### src/adcrr_consts.vh
// Purpose: constants for the converter result register block
// Assumes: APB, 32-bit data, word-aligned registers
// Notes:   all offsets are byte addresses
`ifndef ADCRR_CONSTS_VH
`define ADCRR_CONSTS_VH

`define ADCRR_ADDR_W        8
`define ADCRR_RES_W         12
`define ADCRR_NUM_REGS      12
`define ADCRR_CH_W          4

`define ADCRR_OFF_RES0      8'h00
`define ADCRR_OFF_PRIO      8'h30
`define ADCRR_OFF_CMP1      8'h34
`define ADCRR_OFF_CTRL      8'h38
`define ADCRR_OFF_ISTAT     8'h3c
`define ADCRR_OFF_IMASK     8'h40

`define ADCRR_BIT_STORED    12
`define ADCRR_BIT_OVR       13
`define ADCRR_BIT_POSW      14

`define ADCRR_CTRL_MON1EN   0

`define ADCRR_IRQ_NORMAL    0
`define ADCRR_IRQ_PRIO      1
`define ADCRR_IRQ_OVR       2
`define ADCRR_IRQ_W         3

`define ADCRR_CMP_RESET     12'h000
`endif

### src/adcrr_slot.v
// Purpose: one result slot with stored, overrun and port-switch flags
// Assumes: wr and rd are single-cycle pulses on pclk
// Notes:   set wins over a read clear in the same cycle, except overrun, which a read clears even when a write lands
`timescale 1ns/1ps
`include "adcrr_consts.vh"
module adcrr_slot #(
    parameter RES_W = `ADCRR_RES_W
) (
    // clock and reset
    input  wire             pclk,
    input  wire             presetn,
    // load side
    input  wire             wr,
    input  wire [RES_W-1:0] wdata,
    input  wire             posw,
    // read side
    input  wire             rd,
    output reg  [RES_W-1:0] result_q,
    output reg              stored_q,
    output reg              ovr_q,
    output reg              posw_q
);
    always @(posedge pclk or negedge presetn) begin
        if (!presetn) begin
            result_q <= {RES_W{1'b0}};
            stored_q <= 1'b0;
            ovr_q    <= 1'b0;
            posw_q   <= 1'b0;
        end else begin
            if (wr) begin
                result_q <= wdata;
            end
            if (wr) begin
                stored_q <= 1'b1;
            end else if (rd) begin
                stored_q <= 1'b0;
            end
            if (wr && stored_q && !rd) begin
                ovr_q <= 1'b1;
            end else if (rd) begin
                ovr_q <= 1'b0;
            end
            if (posw) begin
                posw_q <= 1'b1;
            end else if (rd) begin
                posw_q <= 1'b0;
            end
        end
    end
endmodule

### src/adcrr_sync.v
// Purpose: two-flop synchroniser for a bus of levels
// Assumes: inputs from outside the pclk domain
// Notes:   first stage read only by second stage
`timescale 1ns/1ps
module adcrr_sync #(
    parameter W = 1
) (
    // clock and reset
    input  wire         pclk,
    input  wire         presetn,
    // levels
    input  wire [W-1:0] d,
    output reg  [W-1:0] q
);
    reg [W-1:0] meta_q;
    always @(posedge pclk or negedge presetn) begin
        if (!presetn) begin
            meta_q <= {W{1'b0}};
            q      <= {W{1'b0}};
        end else begin
            meta_q <= d;
            q      <= meta_q;
        end
    end
endmodule

### src/adcrr_top.v
// Purpose: result and monitor-1 compare registers of the converter, APB slave
// Assumes: sequencer on pclk delivers results as one-cycle strobes
// Notes:   read clears flags only on the APB access edge
//
// Implementation choices: register access over APB and the address map.
`timescale 1ns/1ps
`include "adcrr_consts.vh"
module adcrr_top #(
    parameter RES_W  = `ADCRR_RES_W,
    parameter NREG   = `ADCRR_NUM_REGS,
    parameter PORT_W = 8
) (
    // clock and reset
    input  wire                   pclk,
    input  wire                   presetn,
    // apb slave
    input  wire                   psel,
    input  wire                   penable,
    input  wire                   pwrite,
    input  wire [`ADCRR_ADDR_W-1:0] paddr,
    input  wire [31:0]            pwdata,
    input  wire [3:0]             pstrb,
    output wire                   pready,
    output reg  [31:0]            prdata,
    output wire                   pslverr,
    // sequencer side
    input  wire                   norm_valid,
    input  wire [`ADCRR_CH_W-1:0] norm_index,
    input  wire [RES_W-1:0]       norm_result,
    input  wire                   prio_valid,
    input  wire [RES_W-1:0]       prio_result,
    input  wire                   conv_busy,
    // shared port data register bits
    input  wire [PORT_W-1:0]      port_data,
    // monitor outputs
    output wire [RES_W-1:0]       monitor1_compare_value,
    output wire                   monitor1_enable,
    // interrupt
    output wire                   irq
);
    // ****************************************************************
    // apb decode
    // ****************************************************************
    wire access = psel & penable;
    wire wr_acc = access & pwrite;
    wire rd_acc = access & ~pwrite;

    function is_res;
        input [`ADCRR_ADDR_W-1:0] a;
        begin
            is_res = (a[1:0] == 2'b00) && (a < `ADCRR_OFF_PRIO);
        end
    endfunction

    function hit;
        input [`ADCRR_ADDR_W-1:0] a;
        input [`ADCRR_ADDR_W-1:0] off;
        begin
            hit = (a == off);
        end
    endfunction

    // result word: value, stored, overrun, port-switch, rest zero
    function [31:0] res_word;
        input [RES_W-1:0] v;
        input             st;
        input             ov;
        input             pw;
        begin
            res_word                    = 32'h0000_0000;
            res_word[RES_W-1:0]         = v;
            res_word[`ADCRR_BIT_STORED] = st;
            res_word[`ADCRR_BIT_OVR]    = ov;
            res_word[`ADCRR_BIT_POSW]   = pw;
        end
    endfunction

    wire sel_prio  = hit(paddr, `ADCRR_OFF_PRIO);
    wire sel_cmp1  = hit(paddr, `ADCRR_OFF_CMP1);
    wire sel_ctrl  = hit(paddr, `ADCRR_OFF_CTRL);
    wire sel_istat = hit(paddr, `ADCRR_OFF_ISTAT);
    wire sel_imask = hit(paddr, `ADCRR_OFF_IMASK);
    wire mapped    = is_res(paddr) | sel_prio | sel_cmp1 | sel_ctrl | sel_istat | sel_imask;
    wire [3:0] res_sel = paddr[5:2];

    assign pready  = 1'b1;
    assign pslverr = access & ~mapped;

    // ****************************************************************
    // control registers
    // ****************************************************************
    reg [RES_W-1:0]         cmp1_q;
    reg                     mon1en_q;
    reg [`ADCRR_IRQ_W-1:0]  istat_q;
    reg [`ADCRR_IRQ_W-1:0]  imask_q;

    assign monitor1_compare_value = cmp1_q;
    assign monitor1_enable        = mon1en_q;

    always @(posedge pclk or negedge presetn) begin
        if (!presetn) begin
            cmp1_q   <= `ADCRR_CMP_RESET;
            mon1en_q <= 1'b0;
            imask_q  <= {`ADCRR_IRQ_W{1'b0}};
        end else if (wr_acc) begin
            // write accepted regardless of enable; software
            if (hit(paddr, `ADCRR_OFF_CMP1) && pstrb[0]) begin
                cmp1_q[7:0] <= pwdata[7:0];
            end
            if (hit(paddr, `ADCRR_OFF_CMP1) && pstrb[1]) begin
                cmp1_q[RES_W-1:8] <= pwdata[RES_W-1:8];
            end
            if (hit(paddr, `ADCRR_OFF_CTRL) && pstrb[0]) begin
                mon1en_q <= pwdata[`ADCRR_CTRL_MON1EN];
            end
            if (hit(paddr, `ADCRR_OFF_IMASK) && pstrb[0]) begin
                imask_q <= pwdata[`ADCRR_IRQ_W-1:0];
            end
        end
    end

    // ****************************************************************
    // port switch detect
    // ****************************************************************
    wire [PORT_W-1:0] port_s;
    reg  [PORT_W-1:0] port_prev_q;

    adcrr_sync #(
        .W (PORT_W)
    ) u_port_sync (
        .pclk    (pclk),
        .presetn (presetn),
        .d       (port_data),
        .q       (port_s)
    );

    reg       posw_pend_q;
    // sync and history read zero after reset: no compare until both
    // hold the pin level, else a nonzero idle level looks like a switch
    reg [2:0] port_fill_q;
    wire      port_chg = (port_s != port_prev_q) & conv_busy & port_fill_q[2];

    always @(posedge pclk or negedge presetn) begin
        if (!presetn) begin
            port_prev_q <= {PORT_W{1'b0}};
            port_fill_q <= 3'b000;
            posw_pend_q <= 1'b0;
        end else begin
            port_prev_q <= port_s;
            port_fill_q <= {port_fill_q[1:0], 1'b1};
            if (norm_valid) begin
                posw_pend_q <= 1'b0;
            end else if (port_chg) begin
                posw_pend_q <= 1'b1;
            end
        end
    end

    // ****************************************************************
    // result landing on the read setup edge
    // ****************************************************************
    // prdata is taken at the setup edge; a result stored on that edge is
    // not in the word read, so its flags must survive the access edge
    wire setup_cyc = psel & ~penable;
    // out-of-range index stores nothing and raises no event
    wire norm_ok   = norm_valid & (norm_index < NREG);

    reg  norm_late_q;
    reg  prio_late_q;

    always @(posedge pclk or negedge presetn) begin
        if (!presetn) begin
            norm_late_q <= 1'b0;
            prio_late_q <= 1'b0;
        end else begin
            norm_late_q <= setup_cyc & norm_ok & (norm_index == res_sel);
            prio_late_q <= setup_cyc & prio_valid;
        end
    end

    // ****************************************************************
    // normal result slots
    // ****************************************************************
    wire [RES_W-1:0] res_val [0:NREG-1];
    wire [NREG-1:0]  res_st;
    wire [NREG-1:0]  res_ov;
    wire [NREG-1:0]  res_pw;
    wire [NREG-1:0]  slot_ovr_ev;

    genvar g;
    generate
        for (g = 0; g < NREG; g = g + 1) begin : g_slot
            wire wr_g = norm_valid && (norm_index == g);
            wire rd_g = rd_acc && is_res(paddr) && (res_sel == g) && !norm_late_q;
            assign slot_ovr_ev[g] = wr_g & res_st[g] & ~rd_g;
            adcrr_slot #(
                .RES_W (RES_W)
            ) u_slot (
                .pclk     (pclk),
                .presetn  (presetn),
                .wr       (wr_g),
                .wdata    (norm_result),
                .posw     (wr_g & (posw_pend_q | port_chg)),
                .rd       (rd_g),
                .result_q (res_val[g]),
                .stored_q (res_st[g]),
                .ovr_q    (res_ov[g]),
                .posw_q   (res_pw[g])
            );
        end
    endgenerate

    // ****************************************************************
    // priority result slot
    // ****************************************************************
    wire [RES_W-1:0] pr_val;
    wire             pr_st;
    wire             pr_ov;
    wire             pr_rd = rd_acc & hit(paddr, `ADCRR_OFF_PRIO) & ~prio_late_q;

    adcrr_slot #(
        .RES_W (RES_W)
    ) u_prio (
        .pclk     (pclk),
        .presetn  (presetn),
        .wr       (prio_valid),
        .wdata    (prio_result),
        .posw     (1'b0),
        .rd       (pr_rd),
        .result_q (pr_val),
        .stored_q (pr_st),
        .ovr_q    (pr_ov),
        .posw_q   ()
    );

    // ****************************************************************
    // interrupt status
    // ****************************************************************
    wire [`ADCRR_IRQ_W-1:0] ev;
    // overrun from any normal slot or from the priority slot
    wire norm_ovr_ev = |slot_ovr_ev;
    wire prio_ovr_ev = prio_valid & pr_st & ~pr_rd;
    assign ev[`ADCRR_IRQ_NORMAL] = norm_ok;
    assign ev[`ADCRR_IRQ_PRIO]   = prio_valid;
    assign ev[`ADCRR_IRQ_OVR]    = norm_ovr_ev | prio_ovr_ev;

    wire [`ADCRR_IRQ_W-1:0] w1c = (wr_acc && hit(paddr, `ADCRR_OFF_ISTAT) && pstrb[0])
                                ? pwdata[`ADCRR_IRQ_W-1:0] : {`ADCRR_IRQ_W{1'b0}};

    always @(posedge pclk or negedge presetn) begin
        if (!presetn) begin
            istat_q <= {`ADCRR_IRQ_W{1'b0}};
        end else begin
            // set beats clear
            istat_q <= (istat_q & ~w1c) | ev;
        end
    end

    assign irq = |(istat_q & imask_q);

    // ****************************************************************
    // read mux
    // ****************************************************************
    reg [31:0] rd_d;
    always @* begin
        rd_d = 32'h0000_0000;
        if (is_res(paddr)) begin
            if (res_sel < NREG) begin
                rd_d = res_word(res_val[res_sel], res_st[res_sel],
                                res_ov[res_sel], res_pw[res_sel]);
            end
        end else if (hit(paddr, `ADCRR_OFF_PRIO)) begin
            rd_d = res_word(pr_val, pr_st, pr_ov, 1'b0);
        end else if (hit(paddr, `ADCRR_OFF_CTRL)) begin
            rd_d[`ADCRR_CTRL_MON1EN] = mon1en_q;
        end else if (hit(paddr, `ADCRR_OFF_ISTAT)) begin
            rd_d[`ADCRR_IRQ_W-1:0] = istat_q;
        end else if (hit(paddr, `ADCRR_OFF_IMASK)) begin
            rd_d[`ADCRR_IRQ_W-1:0] = imask_q;
        end
        // compare register reads as zero: write only
    end

    always @(posedge pclk or negedge presetn) begin
        if (!presetn) begin
            prdata <= 32'h0000_0000;
        end else if (psel && !penable && !pwrite) begin
            prdata <= rd_d;
        end
    end
endmodule

### config.mk
export PLATFORM = sky130hd
export DESIGN_NAME = adcrr_top
export DESIGN_NICKNAME = d
export VERILOG_FILES = /design/src/adcrr_slot.v /design/src/adcrr_sync.v /design/src/adcrr_top.v
export VERILOG_INCLUDE_DIRS = /design/src /design/src/src
export SDC_FILE = /design/constraint.sdc
export NUM_CORES = 1
export LEC_CHECK = 0
export BUFFER_PORTS_ARGS = -buffer_cell sky130_fd_sc_hd__buf_4
export CORE_ASPECT_RATIO = 0.7
export CORE_MARGIN = 5
export CORE_UTILIZATION = 53
export DETAILED_ROUTE_END_ITERATION = 8
export GPL_TIMING_DRIVEN = 0
export MAX_ROUTING_LAYER = met4
export PLACE_DENSITY_LB_ADDON = 0.08
export RECOVER_POWER = 50
export SLEW_MARGIN = 0
export SYNTH_ARGS = -nofsm -noshare
export SYNTH_HDL_FRONTEND = slang
export SYNTH_HIERARCHICAL = 1
export SYNTH_SLANG_ARGS = --single-unit
export TNS_END_PERCENT = 10
### constraint.sdc
create_clock -name pclk -period 2.3 [get_ports pclk]
set_input_delay 0.345 -clock pclk [delete_from_list [all_inputs] [get_ports pclk]]
set_output_delay 0.345 -clock pclk [all_outputs]
set_load 0.02 [all_outputs]
==> results.sh, run 1 <==
export IMPL_io_pins=136
export IMPL_cp_end_kind="flop"
export IMPL_max_cap_viol_count=0
export IMPL_grt_pass1_wl_um=48000
export IMPL_numCtsBuffers=26
export IMPL_clock_skew_ns=0.0126
export IMPL_initialDrtViolationCount=796
export IMPL_placed_cells=1269
export IMPL_avgSynthCellArea_sq_um=14.2
export IMPL_num_rows=46
export IMPL_design_area_sq_um=14200
export IMPL_worst_pin_slew_ns=1.46
export IMPL_seqPwrFrac_pct=46.5
export IMPL_crit_type="reg -> reg"
export IMPL_switchingPower_w=0.00316
export IMPL_clock_latency_ns=0.53
export IMPL_wl_per_cell_um=23.6
export IMPL_syn_inst=845
export IMPL_die_h_um=136
export IMPL_fin_hold_ws_ns=0.0403
export IMPL_arrival_ns=3.05
export IMPL_fin_ws_ns=-0.360
export IMPL_num_vias=7746
export IMPL_drive_gt1_share_pct=39.1
export IMPL_hpwl_um=21500
export IMPL_slew_limit_headroom_pct=2.99
export IMPL_fmax_mhz=376
export IMPL_cts_tree="built"
export IMPL_grt_usage_pct=24.9
export IMPL_peakVddDrop_v=0.000606
export IMPL_clk_path_buf_depth=3
export IMPL_power_frac_clock_pct=35.9
export IMPL_die_w_um=190
export IMPL_syn_to_final_growth_pct=18.2
export IMPL_fin_cells=1328
export IMPL_port_buffers=93
export IMPL_startpoint_type="flop"
export IMPL_place_area_sq_um=13200
export IMPL_cts_num_sinks=258
export IMPL_wirelength_um=31300
export IMPL_drv_slew=0
export IMPL_clock_root_buffer="clkbuf_16"
export IMPL_ant_nets=0
export IMPL_period_share_pct=116
export IMPL_rsz0062_at_grt="yes"
export IMPL_crit_required_ns=2.69
export IMPL_htree_levels=1
export IMPL_final_nets=1084
export IMPL_initial_core_util_pct=53.4
export IMPL_fin_crit_ns=2.66
export IMPL_p_comb_share_pct=17.6
export IMPL_routed_via_density=5.83
export IMPL_final_hold_viol_count=0
export IMPL_antenna_diode_count=0
export IMPL_drc_errors=0
export IMPL_firstDrtPassIters=5
export IMPL_setup_viol=2
export IMPL_top_usage_layer="met1"
export IMPL_pre_cts_ws_ns=-0.983
export IMPL_cts_clk_slew_worst_paths_ns=0.07
export IMPL_p_int_w=0.00934
export IMPL_violations="negative setup slack"
export IMPL_hp_class="in -> reg"
export IMPL_syn_area_sq_um=12000
export IMPL_yosys_warnings=6
export IMPL_grt_util_met3_pct=6.11
export IMPL_grt_max_degree=122
export IMPL_switching_share_pct=25.2
export IMPL_place_congestion=0.953
export IMPL_power_per_cell_area_nw_per_um2=880
export IMPL_grt_antenna_before_repair=0
export IMPL_met1_usage_pct=39.5
export IMPL_grt_overflow_total=0
export IMPL_worst_path_max_fanout=2
export IMPL_leakage_nw=6.32
export IMPL_first_global_vias=7814
export IMPL_die_area_sq_um=25800
export IMPL_status="finished with violations"
export IMPL_grt_use_met2_pct=33.3
export IMPL_core_area_sq_um=22500
sequential cells by signal, summed over array words and instances (netlist names), 3 cells and up:
register                cells
prdata                     15
port_prev_q                 8
istat_q                     3
g_slot.u_slot/ovr_q        12
port_fill_q                 3
u_prio/result_q            12
monitor1_compare_value     12
g_slot.u_slot/posw_q       12
g_slot.u_slot/stored_q     12
u_port_sync/meta_q          8
imask_q                     3
g_slot.u_slot/result_q    144
u_port_sync/q               8
worst max-delay path: stages (launching register included):
cell and delay [ns]:
dfrtp_1 0.37, or4bb_4 0.53, or3b_4 0.41, o31a_1 0.30, a211o_1 0.30, or4b_4 0.59
layout make-up:
| class | count | area (sq um) |
|---|---|---|
| inverter | 18 | 67.6 |
| sequential | 258 | 6460 |
| multi-input combinational | 521 | 5180 |
| buffer | 64 | 442 |
| tap | 312 | 390 |
| clock inverter | 11 | 130 |
| clock buffer | 37 | 783 |
| timing repair buffer | 107 | 749 |
| fill | 1736 | 8300 |
layout by cell type (no fill, tap or decap), types with 4 or more instances in the layout:
| master | instances |
|---|---|
| o21ai_0 | 17 |
| conb_1 | 19 |
| a21oi_1 | 16 |
| a21o_1 | 14 |
| a221oi_1 | 13 |
| mux2_4 | 96 |
| buf_6 | 14 |
| nor3_1 | 20 |
| nand3b_1 | 6 |
| nor4_2 | 4 |
| clkbuf_2 | 9 |
| inv_1 | 18 |
| nor3_2 | 5 |
| clkbuf_16 | 27 |
| buf_4 | 81 |
| nor2_1 | 34 |
| nand2b_1 | 15 |
| a22oi_1 | 23 |
| clkinv_2 | 8 |
| a21o_2 | 13 |
| mux2_2 | 68 |
| dfrtp_1 | 258 |
| mux2i_1 | 26 |
| mux4_2 | 34 |
| clkbuf_4 | 9 |
| mux2_1 | 8 |
| xor2_1 | 10 |
| nand2_1 | 19 |
| o211ai_1 | 4 |
| nor2b_1 | 7 |
| nor4_1 | 10 |
| buf_2 | 4 |
| clkbuf_8 | 7 |
| dlygate4sd3_1 | 9 |
| clkbuf_1 | 42 |
through the flow:
step | TNS, ns | utilization (%) | power, W
finish | -0.364 | 63.1 | 0.0125
global route | -5.64 | 63.1 | 0.0130
CTS | -0.422 | 63.5 | 0.0125
detailed placement | -33.88 | 58.8 | 0.00802
global placement | -358.26 | 58.6 | 0.00796
floorplan | -0.251 | - | 0.00728
timing repair:
item                       CTS  global route
hold buffers                 9             0
resized for setup           17            21
hold endpoints to repair    61             0
setup endpoints to repair   38            36
pin swaps                    4             6
buffers inserted             2             1
per-layer routing:
layer	up-vias	routed length (um)
li1	3381	-
met1	4013	15400
met2	314	12800
met3	38	2730
met4	0	374
met5	-	0
power by group through the flow:
| stage | logic [W] | clock network (W) | registers (W) |
|---|---|---|---|
| final | 0.00219 | 0.00449 | 0.00581 |
| after global routing | 0.00235 | 0.00474 | 0.00589 |
| after CTS | 0.00219 | 0.00456 | 0.00580 |
| after detailed placement | 0.00216 | 0 | 0.00586 |
| after global placement | 0.00211 | 0 | 0.00585 |
| after floorplan | 0.00156 | 0 | 0.00572 |
final timing paths:
kind                                                       from                              end  slack [ns]  cells past startpoint
min in group asynchronous                               presetn  u_port_sync/meta_q[7]$_DFF_PN0_        0.69                      2
worst max register to register            norm_late_q$_DFF_PN0_             istat_q[2]$_DFF_PN0_       -0.36                      5
max in group asynchronous                               presetn  u_prio/result_q[11]$_DFFE_PN0P_        0.29                      3
worst max-delay path                      norm_late_q$_DFF_PN0_             istat_q[2]$_DFF_PN0_       -0.36                      5
worst min-delay path                             prio_result[4]   u_prio/result_q[4]$_DFFE_PN0P_        0.04                      2
worst min register to register  u_port_sync/meta_q[2]$_DFF_PN0_       u_port_sync/q[2]$_DFF_PN0_        0.35                      0
Power figures use the tool's default switching activity.
==> inputs of run 2 (changes only) <==
--- a/config.mk
+++ b/config.mk
@@ -10,10 +10,11 @@
 export CORE_ASPECT_RATIO = 0.7
 export CORE_MARGIN = 5
 export CORE_UTILIZATION = 53
+export CTS_CLUSTER_DIAMETER = 200
 export DETAILED_ROUTE_END_ITERATION = 8
 export GPL_TIMING_DRIVEN = 0
 export MAX_ROUTING_LAYER = met4
-export PLACE_DENSITY_LB_ADDON = 0.08
+export PLACE_DENSITY = 0.8
 export RECOVER_POWER = 50
 export SLEW_MARGIN = 0
 export SYNTH_ARGS = -nofsm -noshare
==> results.sh, run 2 (synthesis results as in run 1) <==
export IMPL_num_rows=46
export IMPL_hp_class="in -> reg"
export IMPL_grt_max_degree=126
export IMPL_initial_core_util_pct=53.4
export IMPL_final_nets=1082
export IMPL_rsz0062_at_grt="yes"
export IMPL_met1_usage_pct=35.8
export IMPL_clock_skew_ns=0.00782
export IMPL_place_congestion=0.949
export IMPL_largest_reg_flops=144
export IMPL_first_global_vias=8192
export IMPL_startpoint="norm_late_q$_DFF_PN0_"
export IMPL_numCtsBuffers=24
export IMPL_grt_use_met2_pct=35.2
export IMPL_wirelength_um=30700
export IMPL_io_pins=136
export IMPL_r2r_start="norm_late_q$_DFF_PN0_"
export IMPL_cp_end_kind="flop"
export IMPL_final_cell_mix="258 x dfrtp_1, 106 x buf_4, 96 x mux2_4"
export IMPL_hpwl_um=21500
export IMPL_ant_nets=0
export IMPL_switching_share_pct=25.5
export IMPL_fin_cells=1325
export IMPL_cts_num_sinks=258
export IMPL_seq_area_sq_um=6460
export IMPL_grt_usage_pct=24.6
export IMPL_max_cap_viol_count=0
export IMPL_p_total_w=0.0121
export IMPL_switchingPower_w=0.00308
export IMPL_hold_start="prio_result[9]"
export IMPL_routed_via_density=5.98
export IMPL_crit_type="reg -> reg"
export IMPL_power_frac_clock_pct=33.5
export IMPL_drc_errors=0
export IMPL_clock_root_buffer="clkbuf_16"
export IMPL_multiInputGateArea_sq_um=5180
export IMPL_violations="negative setup slack"
export IMPL_syn_to_final_growth_pct=18.0
export IMPL_final_hold_viol_count=0
export IMPL_placed_cells=1269
export IMPL_cts_clk_slew_worst_paths_ns=0.06
export IMPL_die_w_um=190
export IMPL_firstDrtPassIters=6
export IMPL_setup_tns_ns=-0.362
export IMPL_startpoint_type="flop"
export IMPL_fin_ws_ns=-0.362
export IMPL_fmax_mhz=376
export IMPL_initialDrtViolationCount=844
export IMPL_slew_limit_headroom_pct=9.99
export IMPL_drive_gt1_share_pct=40.2
export IMPL_grt_overflow_total=0
export IMPL_num_vias=7917
export IMPL_layout_commonest_cell="dfrtp_1"
export IMPL_grt_pass1_wl_um=48100
export IMPL_die_area_sq_um=25800
export IMPL_top_usage_layer="met1"
export IMPL_fin_hold_ws_ns=0.0433
export IMPL_wl_per_cell_um=23.2
export IMPL_arrival_ns=3.05
export IMPL_core_area_sq_um=22500
export IMPL_clock_latency_ns=0.52
export IMPL_largestRegisters="g_slot.u_slot/result_q x144, prdata x15"
export IMPL_setup_viol=1
export IMPL_filler_cell_count=1663
export IMPL_crit_required_ns=2.68
export IMPL_p_int_w=0.00900
export IMPL_leakage_nw=6.36
export IMPL_seqPwrFrac_pct=48.3
export IMPL_grt_util_met3_pct=6.49
export IMPL_fin_crit_ns=2.66
export IMPL_worst_pin_slew_ns=1.35
export IMPL_grt_antenna_before_repair=4
export IMPL_period_share_pct=116
export IMPL_p_comb_share_pct=18.2
export IMPL_clk_path_buf_depth=3
export IMPL_htree_levels=1
export IMPL_port_buffers=93
export IMPL_worst_path_max_fanout=2
export IMPL_cts_tree="built"
export IMPL_die_h_um=136
export IMPL_power_per_cell_area_nw_per_um2=852
export IMPL_regMostFlops="g_slot.u_slot/result_q"
export IMPL_peakVddDrop_v=0.000765
export IMPL_status="finished with violations"
export IMPL_drv_slew=0
## run 2: cell count changes in the layout (fill, tap and decap cells not counted), sizes merged
cell           before  now
bufinv              3    2
clkbuf             94   70
clkinv              8    3
buf               104  130
diode               0    2
clkdlybuf4s18       1    0
## run 2: worst max-delay path, stage by stage, from the launching register on
cell and delay (ns):
dfrtp_1 0.38, or4bb_4 0.53, or3b_4 0.41, o31a_1 0.30
a211o_1 0.31, or4b_4 0.59
## run 2: routing by layer
layer / vias up / wire, um
met1: 4020 / 13500
met3: 82 / 3340
met2: 450 / 13100
met4: 0 / 771
met5: - / 0
li1: 3365 / -
## run 2: final timing paths
path	to	slack, ns	cells after the start
worst max-delay path	istat_q[2]$_DFF_PN0_	-0.36	5
worst min-delay path	u_prio/result_q[9]$_DFFE_PN0P_	0.04	2
worst max register to register	istat_q[2]$_DFF_PN0_	-0.36	5
worst min register to register	u_port_sync/q[0]$_DFF_PN0_	0.34	0
max in group asynchronous	g_slot[2].u_slot/result_q[4]$_DFFE_PN0P_	0.34	3
min in group asynchronous	g_slot[8].u_slot/result_q[0]$_DFFE_PN0P_	0.66	2
## run 2: power by group through the flow
| stage | clock network [W] | registers [W] | logic (W) |
|---|---|---|---|
| floorplan | 0 | 0.00572 | 0.00156 |
| global placement | 0 | 0.00583 | 0.00207 |
| detailed placement | 0 | 0.00588 | 0.00216 |
| CTS | 0.00410 | 0.00582 | 0.00220 |
| global route | 0.00429 | 0.00592 | 0.00235 |
| finish | 0.00404 | 0.00583 | 0.00220 |
## run 2: repair_timing
item,in CTS,in global routing
buffers inserted,3,0
hold buffers,9,0
endpoints found under the setup margin,37,29
resized for setup,21,13
endpoints found under the hold margin,27,0
pin swaps,4,5
## run 2: final cells by class
type                       instances  share of cell area, %
antenna                            2                 0.0353
buffer                            64                   3.08
clock buffer                      38                   5.04
clock inverter                     5                  0.556
inverter                          18                  0.476
multi-input combinational        521                   36.5
sequential                       258                   45.5
tap                              312                   2.75
timing repair buffer             107                   6.03
## run 2: per-stage QoR
stage          utilization (%)  area (sq um)  worst slack, ns
4_1_cts                   63.1         14200           -0.385
2_1_floorplan                -         12100           -0.251
5_1_grt                   63.0         14200           -0.370
3_3_place_gp              58.6         13200            -1.18
3_5_place_dp              58.8         13200            -1.02
6_report                  63.0         14200           -0.362
